==> config.mk <==
export PLATFORM = sky130hd
export DESIGN_NAME = module_power_on_sequencer
export DESIGN_NICKNAME = d
export VERILOG_FILES = /design/src/power_seq_pkg.sv /design/src/module_power_on_sequencer.sv
export SDC_FILE = /design/constraint.sdc
export NUM_CORES = 1
export LEC_CHECK = 0
export ABC_AREA = 1
export ABC_CLOCK_PERIOD_IN_PS = 4670
export BUFFER_PORTS_ARGS = -buffer_cell sky130_fd_sc_hd__buf_4
export CORE_AREA = 5 5 149 151
export DETAILED_ROUTE_END_ITERATION = 8
export DIE_AREA = 0 0 154 156
export PLACE_DENSITY = 0.69
export SYNTH_ARGS = -nofsm -noshare
export SYNTH_HDL_FRONTEND = slang
export SYNTH_SLANG_ARGS = --single-unit
==> constraint.sdc <==
create_clock -name sys_clk_i -period 4.67 [get_ports sys_clk_i]
set_input_delay 0.2335 -clock sys_clk_i [delete_from_list [all_inputs] [get_ports sys_clk_i]]
set_output_delay 0.2335 -clock sys_clk_i [all_outputs]
set_load 0.01 [all_outputs]
==> src/power_seq_pkg.sv <==
package power_seq_pkg;

  // ==========================================================================
  // Register map (APB, byte addresses, one aligned word each)
  // ==========================================================================
  localparam logic [7:0] CTRL_ADDR   = 8'h00;  // Control register
  localparam logic [7:0] STATUS_ADDR = 8'h04;  // Status register
  localparam logic [7:0] RTC_ADDR    = 8'h08;  // RTC time counter (read)
  localparam logic [7:0] ALARM_ADDR  = 8'h0c;  // RTC alarm value

  // Control register fields
  localparam int CTRL_PSV_BIT      = 0;  // Power saving enable
  localparam int CTRL_GREET_BIT    = 1;  // Greeting text enable
  localparam int CTRL_FIXBAUD_BIT  = 2;  // Serial port at fixed baud rate
  localparam int CTRL_ALARM_EN_BIT = 3;  // RTC alarm armed
  localparam int CTRL_OFF_BIT      = 4;  // Software switch-off request
  localparam logic [31:0] CTRL_RESET = 32'h0000_0000;  // All off after power-up

  // Status register fields
  localparam int ST_VINT_BIT   = 0;  // Interface supply on
  localparam int ST_RSTN_BIT   = 1;  // Internal reset released
  localparam int ST_READY_BIT  = 2;  // Ready to operate
  localparam int ST_ACTIVE_BIT = 3;  // Active mode (26 MHz clock)
  localparam int ST_IDLE_BIT   = 4;  // Low power idle mode
  localparam int ST_BCKP_BIT   = 5;  // Backup supply enabled
  localparam int ST_GREET_BIT  = 6;  // Greeting text sent (sticky)
  localparam int ST_STATE_LSB  = 8;  // Sequencer state code

  // ==========================================================================
  // Timing (system clock 20 MHz)
  // ==========================================================================
  localparam int CLK_HZ          = 20_000_000;
  localparam int RESET_HOLD_US   = 10;  // Internal reset hold after supply up
  localparam int RESET_HOLD_CYC  = (RESET_HOLD_US * (CLK_HZ / 1_000_000));
  localparam int PIN_STEP_CYC    = 4;   // Cycles between pin configuration steps
  localparam int IDLE_WAIT_CYC   = 64;  // Quiet cycles before idle entry
  localparam int PAGE_CYC        = 256; // Paging monitor period
  localparam int PAGE_ON_CYC     = 8;   // Receiver on time per paging block
  localparam int RTC_TICK_CYC    = 20;  // System cycles per RTC tick

  localparam int CNT_W = 16;

  // ==========================================================================
  // Sequencer states, one-hot
  // ==========================================================================
  typedef enum logic [5:0] {
    ST_NOPWR  = 6'b000001,  // Main supply absent
    ST_OFF    = 6'b000010,  // Power-off, supply valid
    ST_RST    = 6'b000100,  // Interface supply on, internal reset held
    ST_PINCFG = 6'b001000,  // Pins stepping to default configuration
    ST_USBCFG = 6'b010000,  // Waiting for USB enumeration
    ST_READY  = 6'b100000   // Ready to operate
  } seq_state_t;

  // Control bits carried together
  typedef struct packed {
    logic psv_en;     // Power saving enable
    logic greet_en;   // Greeting text enable
    logic fix_baud;   // Fixed baud rate
    logic alarm_en;   // Alarm armed
  } ctrl_t;

endpackage

==> src/module_power_on_sequencer.sv <==
// The placing of the registers and register access over APB were decided locally.
`timescale 1ns/1ps
// Behaviour
// - Power saving off: never enter idle
// - Power saving resets off, host can clear
// - Power saving off: core on 26 MHz
// - Registered, no saving: active, periodic paging receive
// - Backup supply on while main supply valid
// - RTC gives alarm wake-ups
// - RTC counts while backup supply valid
// - No switch-on without valid main supply
// - Interface supply on exactly while switched on
// - Inputs held low at supply rise: wait release
// - Power-on low pulse release starts switch-on
// - Reset input rising edge starts switch-on
// - RTC alarm expiry starts switch-on
// - Supply valid: backup on, inputs pulled high
// - Digital pins tri-stated until interface supply on
// - Internal reset held during start-up
// - Pins configured in order, USB later
// - Ready only after all interfaces configured
// - Greeting sent when ready with fixed baud
module module_power_on_sequencer
  import power_seq_pkg::*;
#(
  parameter int N_PINS    = 8,                // Digital pins configured in order
  parameter int HOLD_CYC  = RESET_HOLD_CYC    // Internal reset hold length
) (
  input  wire logic              sys_clk_i,          // 20 MHz clock
  input  wire logic              resetn_i,           // Sync reset, active low
  input  wire logic              psel,               // APB select
  input  wire logic              penable,            // APB enable
  input  wire logic              pwrite,             // APB write
  input  wire logic [7:0]        paddr,              // APB byte address
  input  wire logic [31:0]       pwdata,             // APB write data
  output logic      [31:0]       prdata,             // APB read data
  output logic                   pready,             // APB ready
  output logic                   pslverr,            // APB error
  input  wire logic              vcc_valid_i,        // Main supply in range
  input  wire logic              bckp_valid_i,       // Backup supply in range
  input  wire logic              power_on_request_n_i, // Power-on input
  input  wire logic              reset_req_n_i,      // Reset input
  input  wire logic              registered_i,       // Registered on network
  input  wire logic              busy_i,             // Core has work pending
  input  wire logic              usb_enum_done_i,    // USB enumeration finished
  output logic                   rtc_backup_supply_o, // Backup supply enable
  output logic                   vint_en_o,          // 1.8 V I/O supply enable
  output logic                   core_rst_n_o,       // Internal reset, active low
  output logic [N_PINS-1:0]      pin_oe_o,           // Pin configured (else tri)
  output logic                   clk26_sel_o,        // 1 = 26 MHz, 0 = slow clock
  output logic                   rx_on_o,            // Receiver on for paging
  output logic                   ready_o,            // Ready to operate
  output logic                   greet_o             // Greeting send pulse
);

  // ==========================================================================
  // State
  // ==========================================================================
  typedef struct packed {
    seq_state_t        st;        // Sequencer state
    logic [2:0]        pon_s;     // Power-on sync (two flops + last)
    logic [2:0]        rst_s;     // Reset input sync (two flops + last)
    ctrl_t             ctrl;      // Control bits
    logic              off_req;   // Software switch-off pending
    logic [31:0]       alarm;     // Alarm compare value
    logic [31:0]       rtc;       // RTC count
    logic [CNT_W-1:0]  rtc_div;   // RTC tick divider
    logic [CNT_W-1:0]  cnt;       // Sequencer timer
    logic [CNT_W-1:0]  idle_cnt;  // Quiet counter
    logic [CNT_W-1:0]  page_cnt;  // Paging period counter
    logic              idle;      // Low power idle mode
    logic              greeted;   // Greeting already sent
    logic [N_PINS-1:0] pin_oe;    // Configured pins
    logic              greet;     // Greeting pulse
    logic              rx_on;     // Receiver on
    logic              pready;    // APB ready
    logic [31:0]       prdata;    // APB read data
    logic              pslverr;   // APB error
  } state_t;

  state_t s_q;  // Registered state
  state_t s_d;  // Next state

  // Address decode used by read and write paths
  function automatic logic addr_ok(input logic [7:0] a);
    addr_ok = (a == CTRL_ADDR) || (a == STATUS_ADDR) || (a == RTC_ADDR)
              || (a == ALARM_ADDR);
  endfunction

  logic pon_rise;   // Power-on release edge
  logic rst_rise;   // Reset release edge
  logic pon_hi;     // Synchronised power-on level
  logic rst_hi;     // Synchronised reset level
  logic alarm_hit;  // Alarm expiry
  logic acc;        // APB access phase
  logic [31:0] status;

  // Edge detection reads only the second sync flop and its delayed copy
  assign pon_hi    = s_q.pon_s[1];
  assign rst_hi    = s_q.rst_s[1];
  assign pon_rise  = s_q.pon_s[1] & ~s_q.pon_s[2];
  assign rst_rise  = s_q.rst_s[1] & ~s_q.rst_s[2];
  assign alarm_hit = s_q.ctrl.alarm_en && (s_q.rtc == s_q.alarm);
  assign acc       = psel && penable && !s_q.pready;

  // Status word built from live state
  always_comb begin
    status = '0;
    status[ST_VINT_BIT]   = (s_q.st != ST_NOPWR) && (s_q.st != ST_OFF);
    status[ST_RSTN_BIT]   = s_q.st inside {ST_PINCFG, ST_USBCFG, ST_READY};
    status[ST_READY_BIT]  = (s_q.st == ST_READY);
    status[ST_ACTIVE_BIT] = status[ST_VINT_BIT] && !s_q.idle;
    status[ST_IDLE_BIT]   = s_q.idle;
    status[ST_BCKP_BIT]   = vcc_valid_i;
    status[ST_GREET_BIT]  = s_q.greeted;
    status[ST_STATE_LSB +: 6] = s_q.st;
  end

  // ==========================================================================
  // Next-state logic
  // ==========================================================================
  always_comb begin
    s_d         = s_q;
    s_d.greet   = 1'b0;
    s_d.pready  = 1'b0;
    s_d.pslverr = 1'b0;
    // Two-flop synchronisers, third flop for edge detection
    s_d.pon_s = {s_q.pon_s[1:0], power_on_request_n_i};
    s_d.rst_s = {s_q.rst_s[1:0], reset_req_n_i};

    // RTC runs whenever the backup rail is good, with or without main supply
    if (bckp_valid_i) begin
      if (s_q.rtc_div == CNT_W'(RTC_TICK_CYC - 1)) begin
        s_d.rtc_div = '0;
        s_d.rtc     = s_q.rtc + 32'h1;
      end else begin
        s_d.rtc_div = s_q.rtc_div + 1'b1;
      end
    end

    // APB slave: answer one cycle into the access phase
    if (acc) begin
      s_d.pready  = 1'b1;
      s_d.pslverr = !addr_ok(paddr);
      s_d.prdata  = '0;
      if (pwrite) begin
        case (paddr)
          CTRL_ADDR: begin
            // Host may turn saving on or off at any time
            s_d.ctrl.psv_en   = pwdata[CTRL_PSV_BIT];
            s_d.ctrl.greet_en = pwdata[CTRL_GREET_BIT];
            s_d.ctrl.fix_baud = pwdata[CTRL_FIXBAUD_BIT];
            s_d.ctrl.alarm_en = pwdata[CTRL_ALARM_EN_BIT];
            s_d.off_req       = pwdata[CTRL_OFF_BIT];
          end
          ALARM_ADDR: s_d.alarm = pwdata;
          default: begin
          end
        endcase
      end else begin
        case (paddr)
          CTRL_ADDR:   s_d.prdata = {27'h0, s_q.off_req, s_q.ctrl.alarm_en,
                                     s_q.ctrl.fix_baud, s_q.ctrl.greet_en,
                                     s_q.ctrl.psv_en};
          STATUS_ADDR: s_d.prdata = status;
          RTC_ADDR:    s_d.prdata = s_q.rtc;
          ALARM_ADDR:  s_d.prdata = s_q.alarm;
          default:     s_d.prdata = '0;
        endcase
      end
    end

    // Sequencer
    case (s_q.st)
      ST_NOPWR: begin
        s_d.pin_oe = '0;
        // Supply up: wait until both pulled-up inputs read high
        if (vcc_valid_i && pon_hi && rst_hi) begin
          s_d.st  = ST_RST;
          s_d.cnt = '0;
        end
      end
      ST_OFF: begin
        s_d.pin_oe = '0;
        if (!vcc_valid_i) begin
          s_d.st = ST_NOPWR;
        end else if (pon_rise || rst_rise || alarm_hit) begin
          s_d.st            = ST_RST;
          s_d.cnt           = '0;
          s_d.ctrl.alarm_en = 1'b0;  // One-shot alarm
        end
      end
      ST_RST: begin
        // Internal reset held while interface supply settles
        if (s_q.cnt == CNT_W'(HOLD_CYC - 1)) begin
          s_d.st  = ST_PINCFG;
          s_d.cnt = '0;
        end else begin
          s_d.cnt = s_q.cnt + 1'b1;
        end
      end
      ST_PINCFG: begin
        // One pin per step so outputs do not all switch together
        if (s_q.cnt == CNT_W'(PIN_STEP_CYC - 1)) begin
          s_d.cnt    = '0;
          s_d.pin_oe = {s_q.pin_oe[N_PINS-2:0], 1'b1};
          if (s_q.pin_oe[N_PINS-2]) begin
            s_d.st = ST_USBCFG;
          end
        end else begin
          s_d.cnt = s_q.cnt + 1'b1;
        end
      end
      ST_USBCFG: begin
        // USB enumeration can take arbitrarily long
        if (usb_enum_done_i) begin
          s_d.st = ST_READY;
        end
      end
      ST_READY: begin
        // Greeting only makes sense at a known baud rate
        if (!s_q.greeted && s_q.ctrl.greet_en && s_q.ctrl.fix_baud) begin
          s_d.greet   = 1'b1;
          s_d.greeted = 1'b1;
        end
      end
      default: s_d.st = ST_NOPWR;
    endcase

    // Switch-off paths common to all on states
    if (s_q.st inside {ST_RST, ST_PINCFG, ST_USBCFG, ST_READY}) begin
      if (!vcc_valid_i) begin
        s_d.st = ST_NOPWR;
      end else if (s_q.off_req || !rst_hi) begin
        s_d.st      = ST_OFF;
        s_d.off_req = 1'b0;
      end
      if (s_d.st inside {ST_OFF, ST_NOPWR}) begin
        s_d.greet   = 1'b0;  // No greeting pulse once the device leaves ready
        s_d.pin_oe  = '0;
        s_d.greeted = 1'b0;
        s_d.idle    = 1'b0;
        s_d.rx_on   = 1'b0;
      end
    end

    // Power management while ready
    if (s_q.st == ST_READY && s_d.st == ST_READY) begin
      if (!s_q.ctrl.psv_en || busy_i) begin
        s_d.idle     = 1'b0;
        s_d.idle_cnt = '0;
      end else if (s_q.idle_cnt == CNT_W'(IDLE_WAIT_CYC - 1)) begin
        s_d.idle = 1'b1;
      end else begin
        s_d.idle_cnt = s_q.idle_cnt + 1'b1;
      end
      // Paging monitor: receiver pulsed each period while registered
      if (registered_i) begin
        if (s_q.page_cnt == CNT_W'(PAGE_CYC - 1)) begin
          s_d.page_cnt = '0;
        end else begin
          s_d.page_cnt = s_q.page_cnt + 1'b1;
        end
        s_d.rx_on = (s_q.page_cnt >= CNT_W'(PAGE_CYC - PAGE_ON_CYC - 1))
                    && (s_q.page_cnt != CNT_W'(PAGE_CYC - 1));
      end else begin
        s_d.rx_on    = 1'b0;
        s_d.page_cnt = '0;
      end
    end
  end

  // ==========================================================================
  // Registers
  // ==========================================================================
  always_ff @(posedge sys_clk_i) begin
    if (!resetn_i) begin
      s_q         <= '0;
      s_q.st      <= ST_NOPWR;
      s_q.pon_s   <= 3'h7;
      s_q.rst_s   <= 3'h7;
      s_q.ctrl    <= ctrl_t'(CTRL_RESET[3:0]);
    end else begin
      s_q <= s_d;
    end
  end

  // Outputs, all registered
  always_ff @(posedge sys_clk_i) begin
    if (!resetn_i) begin
      rtc_backup_supply_o <= 1'b0;
      vint_en_o           <= 1'b0;
      core_rst_n_o        <= 1'b0;
      clk26_sel_o         <= 1'b0;
    end else begin
      rtc_backup_supply_o <= vcc_valid_i;
      vint_en_o    <= s_d.st inside {ST_RST, ST_PINCFG, ST_USBCFG, ST_READY};
      core_rst_n_o <= s_d.st inside {ST_PINCFG, ST_USBCFG, ST_READY};
      clk26_sel_o  <= (s_d.st != ST_NOPWR) && (s_d.st != ST_OFF) && !s_d.idle;
    end
  end

  assign pin_oe_o = s_q.pin_oe;
  assign rx_on_o  = s_q.rx_on;
  assign ready_o  = (s_q.st == ST_READY);
  assign greet_o  = s_q.greet;
  assign prdata   = s_q.prdata;
  assign pready   = s_q.pready;
  assign pslverr  = s_q.pslverr;
endmodule

==> metrics.md <==
| Metric | Value |
|---|---|
| CP Capture Type | flop |
| Int Power | roughly 2.5 mW |
| Via count | ~10000 |
| Peak VDD IR | ~0.22 mV |
| Max Slew Vio Count | 0 |
| Relative slew slack | around 37% |
| Crit path kind | reg2reg |
| Maximum root-to-sink buffer count | 2 |
| Library cells used by synthesis | between 40 and 50 |
| Worst R2R Start | s_q[187]$_SDFF_PN0_ |
| Die area | between 20000 and 25000 µm² |
| Post-Layout Cell Count | between 1500 and 2000 |
| WL/cell | between 15 and 20 µm |
| CTS tree | done |
| Dpl hpwl | ~21 mm |
| Leak | roughly 4.5 nW |
| I/O pins | just over 100 |
| Clk pwr share | between 40 and 50% |
| Fin Hold WS | 50.7 ps |
| Reg2reg path depth | 10 |
| Global-route wire length before repair | 45.3 mm |
| Arrival time worst endpoint | 3310 ps |
| Post-CTS Setup Bufs | 0 |
| Yosys reg bits | around 200 |
| # nets final | 1601 |
| Initial antenna violation count | 0 |
| Worst Hold Path EP | s_q[163]$_SDFFE_PN0P_ |
| Sequential share of power | between 50% and 60% |
| Share of post-route cells with drive strength above 1 | roughly a tenth |
| FF-to-FF setup slack | around 1800 ps |
| Max stage delay on crit path | ~700 ps |
| Average cell area after synthesis | ~6.7 µm² |
| Crit path required time | 5060 ps |
| RSZ-0062 raised after global routing | no |
| I/O Buffers | 100 |
| First DRT Iteration DRCs | 686 |
| Clock slew at reported path FFs | 80 ps |
| Dpl cells | about 1800 |
| CP Cell Sequence | nor2_2, nand2_1, nor3_4, inv_2, nor3_4, nand2_1, inv_1, nand3_1, a21oi_1, o21a_1 |
| Fmax | ~340 MHz |
| Hold Crit Class | in2reg |
| Cell Area, Synth | between 10000 and 15000 µm² |
| Final Hold Fails | 0 |
| Initial DRT Pass Iterations | 6 |
| Pin count of the biggest net entering global routing | between 60 and 70 |
| Share of the yosys chip area belonging to registers | approximately two fifths |
| Status | completed |
| Period utilization | around 62% |
| Crit-path leading delay family | simple AND/OR/NAND/NOR gates |
| Remaining Overflow, GRT | 0 |
| Syn nets | between 1500 and 2000 |
| Final min period | approximately 2900 ps |
| Critical path's slowest cell | nor3_4 |
| Layout Skew | about 14 ps |
| Total GRT Usage | between 20% and 30% |
| PwrDens | between 200 and 300 nW/µm² |
| DR DRC count | 0 |
| H-tree Lvls | 4 |
| Die X | between 150 and 200 µm |
| Async S/R FF share, synth | 0% |
| P&R area growth vs syn | 12.4% |
| Die height | roughly 160 µm |
| Vias in the first global route | between 9000 and 10000 |
| Least-Margin Pin Slew | ~950 ps |
| FILL cells | 2044 |
| Post-route ant nets | 0 |
| Yosys warnings | 0 |
| Clock Latency Late Sink | 450 ps |
| Main flop type after synthesis | dfxtp_1 |
| Clock root buffer | clkbuf_16 |
| Combinational power share | under 10% |
| Hold_sp | pwdata[21] |
| Final setup viols | 0 |
| Gates resized, CTS repair | 0 |
| Start point of the critical path | s_q[187]$_SDFF_PN0_ |
| Pwr Total | around 3.3 mW |
| Clk sinks | 195 |
| Max-cap viol count | 0 |
| CTS Buf Count | 17 |
| Sw Share | between 20% and 30% |
| Largest fanout on the critical path | 26 |
| Core ar. | 20700 µm² |
| N_diodes | 0 |
| Initial Util | roughly half |
| P_sw | between 0.8 and 0.9 mW |
| Setup TNS | 0 ps |
| Post-Syn Instances | 1508 |
| WP buf/inv | 2 |
| Hold path depth | 3 |
| FF-to-FF End | s_q[70]$_SDFFE_PN0P_ |
| Row count | 53 |
| Vias/cell | 5.35 |
| Post-synth EDFFs | 0 |
| Routability Congestion | 0.876 |
| WL final | approximately 28 mm |
| Crit start category | flop |
-- cells by family (layout without fill, tap and decap cells) --
logic type,after synthesis,in the layout,share of synthesized area (%)
buf+inv,281,330,12.0
flops,195,195,38.6
xor+xnor,36,36,3.12
compound gates,289,289,15.7
fa+ha+maj,5,5,0.619
simple gates,701,701,29.8
mux,1,1,0.0991
-- worst max-delay path by stage --
| stage | endpoint | cells after the start |
|---|---|---|
| CTS | s_q[70]$_SDFFE_PN0P_ | 10 |
| detailed placement | s_q[70]$_SDFFE_PN0P_ | 10 |
| global placement | prdata[13]$_SDFFE_PN0P_ | 8 |
| global route | s_q[69]$_SDFFE_PN0P_ | 11 |
| floorplan | s_q[123]$_SDFFE_PN0P_ | 11 |
| finish | s_q[70]$_SDFFE_PN0P_ | 10 |
-- flip-flops by register name, indices dropped and copies added, names as in the netlist --
signal               flops
s_q                    143
prdata                  32
pin_oe_o                 8
s_d                      2
clk26_sel_o              1
core_rst_n_o             1
greet_o                  1
pon_hi                   1
pready                   1
pslverr                  1
rst_hi                   1
rtc_backup_supply_o      1
rx_on_o                  1
vint_en_o                1
-- synthesized netlist by cell type (7+ instances only) --
master      n  area (µm²)
a21oi_1   137         686
buf_4      41         308
clkbuf_1   43         161
dfxtp_1   195        3900
inv_1     185         694
nand2_1   346        1300
nand3_1    73         365
nand4_1    37         231
nor2_1    157         589
nor3_1     47         235
nor4_1     17         106
o211ai_1    7        52.6
o21ai_0    90         450
o22ai_1    24         150
xor2_1     30         263
-- final cells by class --
| cell class | instances | area, µm² | share of cell area (%) |
|---|---|---|---|
| tap | 275 | 344 | 3.03 |
| inverter | 191 | 717 | 6.31 |
| clock inverter | 14 | 158 | 1.39 |
| multi-input combinational | 1032 | 4990 | 43.9 |
| sequential | 195 | 3900 | 34.4 |
| timing repair buffer | 107 | 808 | 7.12 |
| clock buffer | 18 | 439 | 3.87 |
-- power groups by stage --
stage | clock network (mW) | logic (mW) | registers, mW
floorplan | 0 | 0.0794 | 1.71
global placement | 0 | 0.150 | 1.71
detailed placement | 0 | 0.151 | 1.71
CTS | 1.49 | 0.153 | 1.67
global route | 1.56 | 0.168 | 1.67
finish | 1.47 | 0.153 | 1.67
-- routing by layer --
layer  wire (µm)  global-route usage, %  up-vias
li1            -                      -     4975
met1       12400                   28.4     4483
met2       13300                   38.9      271
met3        1460                   4.69       65
met4        1040                   9.59        0
met5           0                      0        -
-- worst min-delay path: stages --
cell and delay [ps]:
buf_4 80, o21ai_0 70, nor2_1 80
-- layout by cell type (no fill, tap or decap), types with 3 or more instances in the layout --
master,n
clkinv_8,4
nor3b_1,6
inv_8,3
o21ai_0,90
inv_1,185
clkinv_1,3
o21bai_1,3
or2_2,6
nor2_1,157
dfxtp_1,195
inv_2,3
nand3_1,73
ha_1,5
xor2_1,30
nor4_1,17
buf_4,105
o21a_1,6
nand4_1,37
a21oi_1,137
a22oi_1,6
o221ai_1,5
nand2_1,345
xnor2_1,6
clkbuf_16,17
nor2_2,3
inv_6,5
nor3_1,47
o211ai_1,7
o22ai_1,24
-- timing repair --
item | in CTS | in global routing
hold buffers | 2 | 0
setup endpoints to repair | 0 | 0
endpoints found under the hold margin | 2 | 0
-- per-stage QoR --
stage                     util, %  area (µm²)  worst slack, ps
final                        54.9       11400             1750
after global placement       51.9       10700             1890
after floorplan                 -       10100             2720
after global routing         54.9       11400             1360
after detailed placement     51.9       10700             1820
after CTS                    54.9       11400             1780
(Power assumes the default switching activity.)
